`src/logic/mmf_regs.svh`:
```
// Offsets, field positions, reset values and timing counts of the
// monitor message flag block. Assumes a 100 MHz system clock.
`ifndef MMF_REGS_SVH
`define MMF_REGS_SVH

// Register byte addresses on the APB slave
`define MMF_CFG_OFS 12'h000
`define MMF_LAST_OFS 12'h004
`define MMF_CFG_RST 16'h0000

// Configuration fields
`define MMF_CFG_GAP_EN 12
`define MMF_CFG_TO_HI 15
`define MMF_CFG_TO_LO 14

// Message information word bit positions
`define MMF_B_ANY 12
`define MMF_B_TMO 9
`define MMF_B_GOOD 8
`define MMF_B_ROLL 7
`define MMF_B_SFS 6
`define MMF_B_WCM 5
`define MMF_B_SYNC 4
`define MMF_B_INV 3
`define MMF_B_RT_PAIR_GAP_SYNC_ADDR_FAULT 2
`define MMF_B_CW2 1
`define MMF_B_CCF 0

// Status word fields
`define MMF_ST_BUSY 3
`define MMF_BCAST_ADDR 5'h1F

// Timing, in the units given by each name
`define MMF_CLK_MHZ 100
`define MMF_GAP_US 4
`define MMF_GAP_CYC (`MMF_GAP_US * `MMF_CLK_MHZ)
`define MMF_TO0_US 15
`define MMF_TO1_US 20
`define MMF_TO2_US 50
`define MMF_TO3_US 130

`endif

```
`src/logic/mmf_pkg.sv`:
```
// Types shared by the monitor message flag block.
// Assumes nothing of its surroundings.
package mmf_pkg;

  // Role of a word, as classified by the upstream message sequencer
  typedef enum logic [1:0] {
    ROLE_CMD1,
    ROLE_CMD2,
    ROLE_DATA,
    ROLE_STAT
  } mmf_role_t;

  typedef enum logic {
    ST_IDLE,
    ST_MSG
  } mmf_state_t;

endpackage

```
`src/logic/mmf_cmd_check.sv`:
```
// Command word field decode and content checks.
// Assumes a command word that has already passed word validation.
`timescale 1ns/100ps
`include "mmf_regs.svh"

module mmf_cmd_check (
  input wire logic [15:0] cmd_i, // Command word
  output logic [4:0] addr_o, // Terminal address
  output logic tx_o, // Transmit/receive bit
  output logic mode_o, // Subaddress marks a mode command
  output logic [5:0] exp_o, // Expected data words
  output logic fault_o, // Any content fault
  output logic hard_o // Content fault that counts as error
);

  logic [4:0] sa;
  logic [4:0] wc;
  logic bcast;
  logic bc_tx_nonmode;
  logic rx_undef;
  logic bc_bad_mode;

  // Field split
  assign addr_o = cmd_i[15:11];
  assign tx_o = cmd_i[10];
  assign sa = cmd_i[9:5];
  assign wc = cmd_i[4:0];
  assign mode_o = (sa == 5'h00) || (sa == 5'h1F);
  assign bcast = (addr_o == `MMF_BCAST_ADDR);

  // Mode codes 16 and up carry one data word; zero word count means 32
  assign exp_o = mode_o ? {5'h00, wc[4]} :
                 (wc == 5'h00) ? 6'h20 : {1'b0, wc};

  // Content checks
  assign bc_tx_nonmode = bcast && tx_o && !mode_o;
  assign rx_undef = !tx_o && mode_o && !wc[4];
  assign bc_bad_mode = bcast && tx_o && mode_o &&
    ((wc == 5'h00) || (wc == 5'h02) || (wc == 5'h10) ||
     (wc == 5'h12) || (wc == 5'h13));
  assign fault_o = bc_tx_nonmode || rx_undef || bc_bad_mode;
  assign hard_o = bc_tx_nonmode || bc_bad_mode;

endmodule // mmf_cmd_check

```
`src/logic/mmf_msg_flags.sv`:
```
// Monitor message flag classifier with an APB register slave.
// Assumes an upstream decoder and message sequencer on clk_sys_i that
// mark each word's role and a buffer manager that reports rollover.
//
// What this block does
// - Set bit 7 when the message's storage wrapped to buffer base.
// - Set bit 6 when any status bit is set in a status response.
// - Set bit 5 when data word count differs from command word count.
// - Keep bit 5 clear on busy status or transmit command timeout.
// - Set bit 4 on command/status with data sync, or data with other.
// - Set bit 3 on Manchester, bit count or parity error in a word.
// - RT-RT: set bit 2 on response gap under 4us when enabled.
// - RT-RT: set bit 2 when either terminal's status word is invalid.
// - RT-RT: set bit 2 when status address differs from its command.
// - RT-RT: set bit 1 when second command is a receive command.
// - RT-RT: set bit 1 when second command subaddress is mode.
// - RT-RT: set bit 1 when both commands name the same terminal.
// - RT-RT: set bit 1 when second command has a sync error.
// - Set bit 0 for broadcast transmit with non-mode subaddress.
// - Set bit 0 for receive mode code in range 0 to 15.
// - Set bit 0 for broadcast transmit mode code 0,2,16,18,19.
// - Set bit 12 when any of bits 9,5,4,3,2,1,0 is set.
// - Bit 12 ignores mode subaddress, same address, undefined rx mode.
// - Set bit 8 after an error-free message, clear it otherwise.
// - Set bit 9 when an expected status misses the set interval.
`timescale 1ns/100ps
`include "mmf_regs.svh"

module mmf_msg_flags
  import mmf_pkg::*;
#(
  parameter int unsigned TO0_CYC = `MMF_TO0_US * `MMF_CLK_MHZ,
  parameter int unsigned TO1_CYC = `MMF_TO1_US * `MMF_CLK_MHZ,
  parameter int unsigned TO2_CYC = `MMF_TO2_US * `MMF_CLK_MHZ,
  parameter int unsigned TO3_CYC = `MMF_TO3_US * `MMF_CLK_MHZ
) (
  input wire logic clk_sys_i, // System clock, 100 MHz
  input wire logic resetn_i, // Async reset, active low
  input wire logic word_valid_i, // Word decoded, at mid-parity
  input wire logic [15:0] word_data_i, // Decoded word bits
  input wire mmf_role_t word_role_i, // Role of the word
  input wire logic word_cmd_sync_i, // Word had command/status sync
  input wire logic word_bad_i, // Manchester, bit count or parity
  input wire logic sync_seen_i, // Mid-sync of a word, pulse
  input wire logic resp_wait_i, // A status response is awaited
  input wire logic rollover_i, // Storage pointer wrapped, pulse
  input wire logic msg_end_i, // Message complete, pulse
  output logic rec_valid_o, // Record word strobe
  output logic [15:0] rec_word_o, // Message information word
  input wire logic psel, // APB select
  input wire logic penable, // APB enable
  input wire logic pwrite, // APB write
  input wire logic [11:0] paddr, // APB byte address
  input wire logic [31:0] pwdata, // APB write data
  output logic [31:0] prdata, // APB read data
  output logic pready, // APB ready
  output logic pslverr // APB error
);

  // Message state and per-message accumulators
  mmf_state_t state_r;
  mmf_state_t state_nxt;
  logic roll_r, roll_nxt;
  logic sfs_r, sfs_nxt;
  logic sync_r, sync_nxt;
  logic inv_r, inv_nxt;
  logic rt_pair_gap_sync_addr_fault_r, rt_pair_gap_sync_addr_fault_nxt;
  logic cw2h_r, cw2h_nxt;
  logic cw2s_r, cw2s_nxt;
  logic ccfh_r, ccfh_nxt;
  logic ccfs_r, ccfs_nxt;
  logic tmo_r, tmo_nxt;
  logic busy_r, busy_nxt;
  logic rtrt_r, rtrt_nxt;
  logic txc_r, txc_nxt;
  logic stat2_r, stat2_nxt;
  logic [4:0] addr1_r, addr1_nxt;
  logic [4:0] addr2_r, addr2_nxt;
  logic [5:0] dcnt_r, dcnt_nxt;
  logic [5:0] ecnt_r, ecnt_nxt;
  logic [15:0] gap_cnt_r;
  logic gap_short_r;
  logic [15:0] cfg_r;
  logic [31:0] prdata_r;

  // Word qualifiers
  logic is_c1, is_c2, is_dat, is_st, start;
  logic in_msg;
  logic cmd_word;
  logic [4:0] c_addr;
  logic c_tx, c_mode, c_fault, c_hard;
  logic [5:0] c_exp;

  // One decoder serves both command slots; only one arrives per cycle
  assign is_c1 = word_valid_i && (word_role_i == ROLE_CMD1);
  assign is_c2 = word_valid_i && (word_role_i == ROLE_CMD2);
  assign is_dat = word_valid_i && (word_role_i == ROLE_DATA);
  assign is_st = word_valid_i && (word_role_i == ROLE_STAT);
  assign start = is_c1;
  assign in_msg = (state_r == ST_MSG) || start;
  assign cmd_word = is_c1 || is_c2;

  mmf_cmd_check u_cmd (
    .cmd_i (word_data_i),
    .addr_o (c_addr),
    .tx_o (c_tx),
    .mode_o (c_mode),
    .exp_o (c_exp),
    .fault_o (c_fault),
    .hard_o (c_hard)
  );

  // Base values: a first command word drops last message's flags
  logic b_roll, b_sfs, b_sync, b_inv, b_rt_pair_gap_sync_addr_fault, b_cw2h, b_cw2s;
  logic b_ccfh, b_ccfs, b_tmo, b_busy;
  logic [5:0] b_dcnt;
  assign b_roll = !start && roll_r;
  assign b_sfs = !start && sfs_r;
  assign b_sync = !start && sync_r;
  assign b_inv = !start && inv_r;
  assign b_rt_pair_gap_sync_addr_fault = !start && rt_pair_gap_sync_addr_fault_r;
  assign b_cw2h = !start && cw2h_r;
  assign b_cw2s = !start && cw2s_r;
  assign b_ccfh = !start && ccfh_r;
  assign b_ccfs = !start && ccfs_r;
  assign b_tmo = !start && tmo_r;
  assign b_busy = !start && busy_r;
  assign b_dcnt = start ? 6'h00 : dcnt_r;

  // Status word checks; in RT-RT the transmitter answers first
  logic st_bad, st_addr_bad, st_gap_bad;
  logic [4:0] st_exp_addr;
  assign st_exp_addr = (rtrt_r && !stat2_r) ? addr2_r : addr1_r;
  assign st_bad = word_bad_i || !word_cmd_sync_i;
  assign st_addr_bad = word_data_i[15:11] != st_exp_addr;
  assign st_gap_bad = cfg_r[`MMF_CFG_GAP_EN] && gap_short_r;

  // Sync type: commands and status need command sync, data needs data
  logic sync_ev;
  assign sync_ev = ((cmd_word || is_st) && !word_cmd_sync_i) ||
                   (is_dat && word_cmd_sync_i);

  // Second command checks, split by whether they count as error
  logic cw2_hard_ev, cw2_soft_ev;
  assign cw2_hard_ev = is_c2 && (!c_tx || !word_cmd_sync_i);
  assign cw2_soft_ev = is_c2 && (c_mode || (c_addr == addr1_r));

  // Response timeout limit chosen by configuration
  logic [15:0] to_lim;
  logic tmo_ev;
  logic [1:0] to_sel;
  assign to_sel = cfg_r[`MMF_CFG_TO_HI:`MMF_CFG_TO_LO];
  assign to_lim = (to_sel == 2'd0) ? TO0_CYC[15:0] :
                  (to_sel == 2'd1) ? TO1_CYC[15:0] :
                  (to_sel == 2'd2) ? TO2_CYC[15:0] : TO3_CYC[15:0];
  assign tmo_ev = (state_r == ST_MSG) && resp_wait_i &&
                  (gap_cnt_r >= to_lim);

  // Next values of the accumulators
  assign roll_nxt = in_msg && (b_roll || rollover_i);
  assign sfs_nxt = b_sfs || (is_st && (|word_data_i[10:0]));
  assign busy_nxt = b_busy || (is_st && word_data_i[`MMF_ST_BUSY]);
  assign sync_nxt = b_sync || sync_ev;
  assign inv_nxt = b_inv || (word_valid_i && word_bad_i);
  assign rt_pair_gap_sync_addr_fault_nxt = b_rt_pair_gap_sync_addr_fault || (is_st && rtrt_r &&
    (st_gap_bad || st_bad || st_addr_bad));
  assign cw2h_nxt = b_cw2h || cw2_hard_ev;
  assign cw2s_nxt = b_cw2s || cw2_soft_ev;
  assign ccfh_nxt = b_ccfh || (cmd_word && c_hard);
  assign ccfs_nxt = b_ccfs || (cmd_word && c_fault);
  assign tmo_nxt = b_tmo || tmo_ev;
  assign dcnt_nxt = is_dat ? b_dcnt + 6'h01 : b_dcnt;
  assign rtrt_nxt = start ? 1'b0 : (rtrt_r || is_c2);
  assign stat2_nxt = start ? 1'b0 : (stat2_r || is_st);
  assign addr1_nxt = is_c1 ? c_addr : addr1_r;
  assign addr2_nxt = is_c2 ? c_addr : addr2_r;
  // RT-RT length follows the receive command; transmitter is the second
  assign ecnt_nxt = is_c1 ? c_exp : ecnt_r;
  assign txc_nxt = is_c1 ? c_tx : (is_c2 ? 1'b1 : txc_r);

  // Record word assembly from the values that include this cycle
  logic wcm, any_f, good;
  logic [15:0] rec_nxt;
  assign wcm = (dcnt_nxt != ecnt_nxt) && !busy_nxt &&
               !(tmo_nxt && txc_nxt);
  assign any_f = tmo_nxt || wcm || sync_nxt || inv_nxt || rt_pair_gap_sync_addr_fault_nxt ||
                 cw2h_nxt || ccfh_nxt;
  assign good = !any_f;
  always_comb
  begin
    rec_nxt = 16'h0000;
    rec_nxt[`MMF_B_ANY] = any_f;
    rec_nxt[`MMF_B_TMO] = tmo_nxt;
    rec_nxt[`MMF_B_GOOD] = good;
    rec_nxt[`MMF_B_ROLL] = roll_nxt;
    rec_nxt[`MMF_B_SFS] = sfs_nxt;
    rec_nxt[`MMF_B_WCM] = wcm;
    rec_nxt[`MMF_B_SYNC] = sync_nxt;
    rec_nxt[`MMF_B_INV] = inv_nxt;
    rec_nxt[`MMF_B_RT_PAIR_GAP_SYNC_ADDR_FAULT] = rt_pair_gap_sync_addr_fault_nxt;
    rec_nxt[`MMF_B_CW2] = cw2h_nxt || cw2s_nxt;
    rec_nxt[`MMF_B_CCF] = ccfs_nxt;
  end

  // Message state: opened by a first command, closed by message end
  logic rec_fire;
  assign rec_fire = msg_end_i && in_msg;
  always_comb
  begin
    case (state_r)
      ST_IDLE: state_nxt = start ? ST_MSG : ST_IDLE;
      ST_MSG: state_nxt = (msg_end_i && !start) ? ST_IDLE : ST_MSG;
      default: state_nxt = ST_IDLE;
    endcase
  end

  always_ff @(posedge clk_sys_i or negedge resetn_i)
  begin
    if (!resetn_i)
      state_r <= ST_IDLE;
    else
      state_r <= state_nxt;
  end

  // Flag accumulators
  always_ff @(posedge clk_sys_i or negedge resetn_i)
  begin
    if (!resetn_i)
    begin
      {roll_r, sfs_r, sync_r, inv_r, rt_pair_gap_sync_addr_fault_r, cw2h_r} <= 6'h00;
      {cw2s_r, ccfh_r, ccfs_r, tmo_r, busy_r} <= 5'h00;
      {rtrt_r, txc_r, stat2_r} <= 3'h0;
    end
    else
    begin
      {roll_r, sfs_r, sync_r, inv_r, rt_pair_gap_sync_addr_fault_r, cw2h_r} <=
        {roll_nxt, sfs_nxt, sync_nxt, inv_nxt, rt_pair_gap_sync_addr_fault_nxt, cw2h_nxt};
      {cw2s_r, ccfh_r, ccfs_r, tmo_r, busy_r} <=
        {cw2s_nxt, ccfh_nxt, ccfs_nxt, tmo_nxt, busy_nxt};
      {rtrt_r, txc_r, stat2_r} <= {rtrt_nxt, txc_nxt, stat2_nxt};
    end
  end

  // Addresses and word counts of the current message
  always_ff @(posedge clk_sys_i or negedge resetn_i)
  begin
    if (!resetn_i)
    begin
      addr1_r <= 5'h00;
      addr2_r <= 5'h00;
      dcnt_r <= 6'h00;
      ecnt_r <= 6'h00;
    end
    else
    begin
      addr1_r <= addr1_nxt;
      addr2_r <= addr2_nxt;
      dcnt_r <= dcnt_nxt;
      ecnt_r <= ecnt_nxt;
    end
  end

  // Gap counter runs from each mid-parity; saturates so long idle
  // periods cannot wrap into a false short gap
  always_ff @(posedge clk_sys_i or negedge resetn_i)
  begin
    if (!resetn_i)
      gap_cnt_r <= 16'h0000;
    else if (word_valid_i)
      gap_cnt_r <= 16'h0000;
    else if (gap_cnt_r != 16'hFFFF)
      gap_cnt_r <= gap_cnt_r + 16'h0001;
  end

  // Response time is judged at the next word's mid-sync
  always_ff @(posedge clk_sys_i or negedge resetn_i)
  begin
    if (!resetn_i)
      gap_short_r <= 1'b0;
    else if (sync_seen_i)
      gap_short_r <= gap_cnt_r < 16'(`MMF_GAP_CYC);
  end

  // Record output, one strobe per completed message
  always_ff @(posedge clk_sys_i or negedge resetn_i)
  begin
    if (!resetn_i)
    begin
      rec_valid_o <= 1'b0;
      rec_word_o <= 16'h0000;
    end
    else
    begin
      rec_valid_o <= rec_fire;
      if (rec_fire)
        rec_word_o <= rec_nxt;
    end
  end

  // APB decode; zero wait states, so pready is simply high
  logic setup, access, hit_cfg, hit_last, hit;
  assign setup = psel && !penable;
  assign access = psel && penable;
  assign hit_cfg = paddr == `MMF_CFG_OFS;
  assign hit_last = paddr == `MMF_LAST_OFS;
  assign hit = hit_cfg || hit_last;
  assign pready = 1'b1;
  assign pslverr = access && !hit;
  assign prdata = prdata_r;

  // Configuration: only the gap enable and timeout select are writable
  logic [15:0] cfg_mask;
  assign cfg_mask = (16'h0001 << `MMF_CFG_GAP_EN) |
                    (16'h0001 << `MMF_CFG_TO_HI) |
                    (16'h0001 << `MMF_CFG_TO_LO);
  always_ff @(posedge clk_sys_i or negedge resetn_i)
  begin
    if (!resetn_i)
      cfg_r <= `MMF_CFG_RST;
    else if (access && pwrite && hit_cfg)
      cfg_r <= pwdata[15:0] & cfg_mask;
  end

  // Read data latched in the setup cycle, stable through access
  logic [31:0] rd_mux;
  assign rd_mux = hit_cfg ? {16'h0000, cfg_r} :
                  hit_last ? {16'h0000, rec_word_o} : 32'h00000000;
  always_ff @(posedge clk_sys_i or negedge resetn_i)
  begin
    if (!resetn_i)
      prdata_r <= 32'h00000000;
    else if (setup && !pwrite)
      prdata_r <= rd_mux;
  end

endmodule // mmf_msg_flags

```
`config.mk`:
```
export PLATFORM = sky130hd
export DESIGN_NAME = mmf_msg_flags
export DESIGN_NICKNAME = d
export VERILOG_FILES = /design/src/logic/mmf_pkg.sv /design/src/logic/mmf_cmd_check.sv /design/src/logic/mmf_msg_flags.sv
export VERILOG_INCLUDE_DIRS = /design/src /design/src/logic
export SDC_FILE = /design/constraint.sdc
export NUM_CORES = 1
export LEC_CHECK = 0
export BUFFER_PORTS_ARGS = -buffer_cell sky130_fd_sc_hd__buf_2
export CELL_PAD_IN_SITES_DETAIL_PLACEMENT = 2
export CELL_PAD_IN_SITES_GLOBAL_PLACEMENT = 2
export CORE_MARGIN = 3
export CORE_UTILIZATION = 31
export CTS_CLUSTER_SIZE = 40
export DETAILED_ROUTE_END_ITERATION = 16
export GPL_ROUTABILITY_DRIVEN = 0
export PLACE_DENSITY = 0.9
export SYNTH_ARGS = -nofsm -noshare
export SYNTH_HDL_FRONTEND = slang
export SYNTH_SLANG_ARGS = --single-unit
```
`constraint.sdc`:
```
create_clock -name clk_sys_i -period 3.4 [get_ports clk_sys_i]
set_clock_uncertainty 0.05 [all_clocks]
set_input_delay 0.17 -clock clk_sys_i [delete_from_list [all_inputs] [get_ports clk_sys_i]]
set_output_delay 0.17 -clock clk_sys_i [all_outputs]
set_load 0.02 [all_outputs]
```
==> summary.txt <==
vias after detailed routing: 3,751
final worst path period share: 85.6%
Top Ports: 125
reg2reg end: rec_word_o[5]
Post-CTS Resized: 0
Critical Path RT: 3590 ps
Layout Utilization: 38.2%
Worst Path Arrival: 3100 ps
dpl hpwl: 10.1 mm
Total Routing Usage GR: 19.4%
nets: 617
reg2reg path depth: 9
critical-path maximum fanout: 9
vias in the first global route: 4,094
number of synthesized register bits: 82
Initial DRC Count: 186
Async S/R FF share, synth: 100%
Post-Syn Area: 4330 sq um
Slew HR: 17.5%
critical path launch point type: input port
reg2reg setup slack: 640 ps
Longest Clk Path Bufs: 2
CTS Buf Count: 9
RSZ-0062 raised after global routing: no
crit path to: rec_word_o[5]
Core ar.: 13,500 sq um
CTS clk-pin slew, worst paths: 70 ps
f_max: 343 MHz
pwr/cell area: 504 nW/um^2
met1 Resource Use GR: 23.1%
DP Worst Slack: 275 ps
Core Rows: 42
worst reg2reg startpoint: dcnt_r[0]
Primary FF master, synth: dfrtp_1
Cells after Synth: 458
share of cells above drive strength 1: 20.9%
initial core utilization: 32.2%
Synth Warn #: 0
Syn Area/Cell: 9.45 sq um
DRC viols: 0
CTS tree: yes
final wirelength: 14.7 mm
die height: 124 um
Pre-antenna DRT Iters: 4
final setup vio count: 0
Setup TNS: 0 ps
kind of critical path: in2reg
origin of the worst setup path: word_role_i[1]
Inserted Diodes: 0
first-pass GRT wire length: 22.4 mm
M3 GR Usage: 3.27%
total gr overflow: 0
GRT Max-Usage Layer: met2
die area: 15,400 sq um
wire length per cell: 20.5 um
Worst-Skew Late Latency: 350 ps
final antenna-violating net count: 0
worst setup margin: 489 ps
status: finished, final reports clean
initial antenna violation count: 0
Setup crit end kind: register
count of different cell masters after synthesis: 55
Die X-Extent: 124 um
clock sink total: 82
hold violation count in the final report: 0
DR vias/cell: 5.24
total of max-cap violations: 0
max-slew violation count: 0
EDFF count, synth: 0
Clock H-tree levels: 3
root buf cell: clkbuf_16
VDD IR max: 0.000256 V
GRT met2 Usage: 34.1%
largest net degree at the start of global routing: 69
Hold WC Path Type: in2reg
Tightest Pin Transition: 1230 ps
Area Growth Syn to Fin: 18.7%
Port-buffer cells: 70
post-synthesis sequential area ratio: 47.4%
min Tclk post-route: 2910 ps
fill count: 1,493
leakage power: 2.48 nW
[sequential cells by signal (all words and copies together) (netlist names), 3 cells and up]
name / cells
gap_cnt_r: 16
prdata: 13
rec_word_o: 11
dcnt_r: 6
ecnt_r: 6
addr1_r: 5
addr2_r: 5
cfg_r: 3
[metal layers]
metal / vias up / share of wire [%]
met5: - / 0
met4: 0 / 3.2
met3: 28 / 4.7
met2: 111 / 51
met1: 1909 / 41
li1: 1703 / -
[cell usage after synthesis (3+ instances only)]
master / instances / area share [%]
clkbuf_1: 13 / 1.1
o21ai_0: 17 / 2.0
nor2_1: 39 / 3.4
nand2_1: 78 / 6.8
and3_1: 3 / 0.43
or3_1: 3 / 0.43
nor3_1: 13 / 1.5
mux2i_1: 5 / 1.2
nor2b_1: 6 / 0.87
and4_1: 3 / 0.61
a22o_1: 16 / 3.2
xor2_1: 24 / 4.9
o21ai_1: 3 / 0.35
a31o_2: 3 / 0.61
o21a_1: 3 / 0.52
nand2b_1: 8 / 1.2
nor4_1: 8 / 1.2
dfrtp_1: 82 / 47
ha_1: 8 / 2.3
nand3_1: 10 / 1.2
a22oi_1: 4 / 0.69
a31oi_1: 3 / 0.43
mux2_2: 7 / 1.8
nand4_1: 7 / 1.0
a21oi_1: 18 / 2.1
and2_1: 5 / 0.72
buf_4: 26 / 4.5
inv_1: 10 / 0.87
xnor2_1: 4 / 0.81
[timing repair]
item	4_1_cts	5_1_grt
endpoints found under the setup margin	0	0
buffers inserted	0	0
endpoints found under the hold margin	70	0
hold buffers	4	0
[where the power goes]
group | switching [mW] | internal (mW) | total, mW
clock | 0.469 | 0.517 | 0.986
combinational | 0.292 | 0.158 | 0.450
sequential | 0.0851 | 1.07 | 1.15
total | 0.846 | 1.74 | 2.59
[layout make-up]
type	count	area [sq um]	area share, %
multi-input cells	348	2070	40.2
flip-flops and latches	82	2050	39.9
repair buffers	83	460	8.96
clock buffers	9	225	4.38
well taps	176	220	4.29
clock inverters	7	71.3	1.39
inverters	11	41.3	0.804
[cell usage in the layout (no fill, tap or decap), types with 4 or more instances in the layout]
cell and count:
a21oi_1 18, nor3_1 13, nor4_1 8, clkbuf_16 9, mux2_2 7, nand2_1 78, ha_1 8, nand3_1 10
nand4_1 7, nor2_1 39, o21ai_0 17, a22o_1 16, buf_4 10, and2_1 5, nor2b_1 6, inv_1 10
conb_1 25, mux2i_1 5, dfrtp_1 82, nand2b_1 8, dlygate4sd3_1 4, buf_2 69, xor2_1 24, xnor2_1 4
a22oi_1 4
[worst min path at each step]
stage	startpoint	to	slack (ps)	cells past startpoint
global placement	resetn_i	gap_cnt_r[0]	300	1
finish	pwdata[12]	cfg_r[12]	10	2
global route	pwdata[12]	cfg_r[12]	9	2
CTS	pwdata[12]	cfg_r[12]	4	2
detailed placement	resetn_i	gap_cnt_r[13]	310	1
floorplan	resetn_i	addr1_r[0]	-180	0
[cell families after synthesis]
kind of cell / count (synthesis) / synth area share [%]
buf+inv: 51 / 6.85
mux: 13 / 3.32
fa+ha+maj: 8 / 2.31
xor+xnor: 28 / 5.66
other cells: 2 / 0.173
flops: 82 / 47.4
compound gates: 82 / 13.1
simple gates: 192 / 21.2
[worst max-delay path, cell delays in order]
cell	delay, ps
buf_2	120
or3b_1	540
and2_1	250
ha_1	230
nand3_1	100
mux2_2	350
a22o_1	220
xor2_1	160
a2111oi_0	440
a31oi_1	270
a22o_1	240
[stage by stage]
stage | instances | total power, mW | hold WS [ps] | cell area, sq um
6_report | 716 | 2.59 | 11.5 | 5140
5_1_grt | 716 | 2.71 | 9.19 | 5140
4_1_cts | 716 | 2.61 | 4.23 | 5140
3_5_place_dp | 696 | 1.60 | 308 | 4800
3_3_place_gp | 696 | 1.55 | 296 | 4800
2_1_floorplan | 481 | 1.43 | -176 | 4420
No activity file was read; power rests on OpenSTA's default activity.
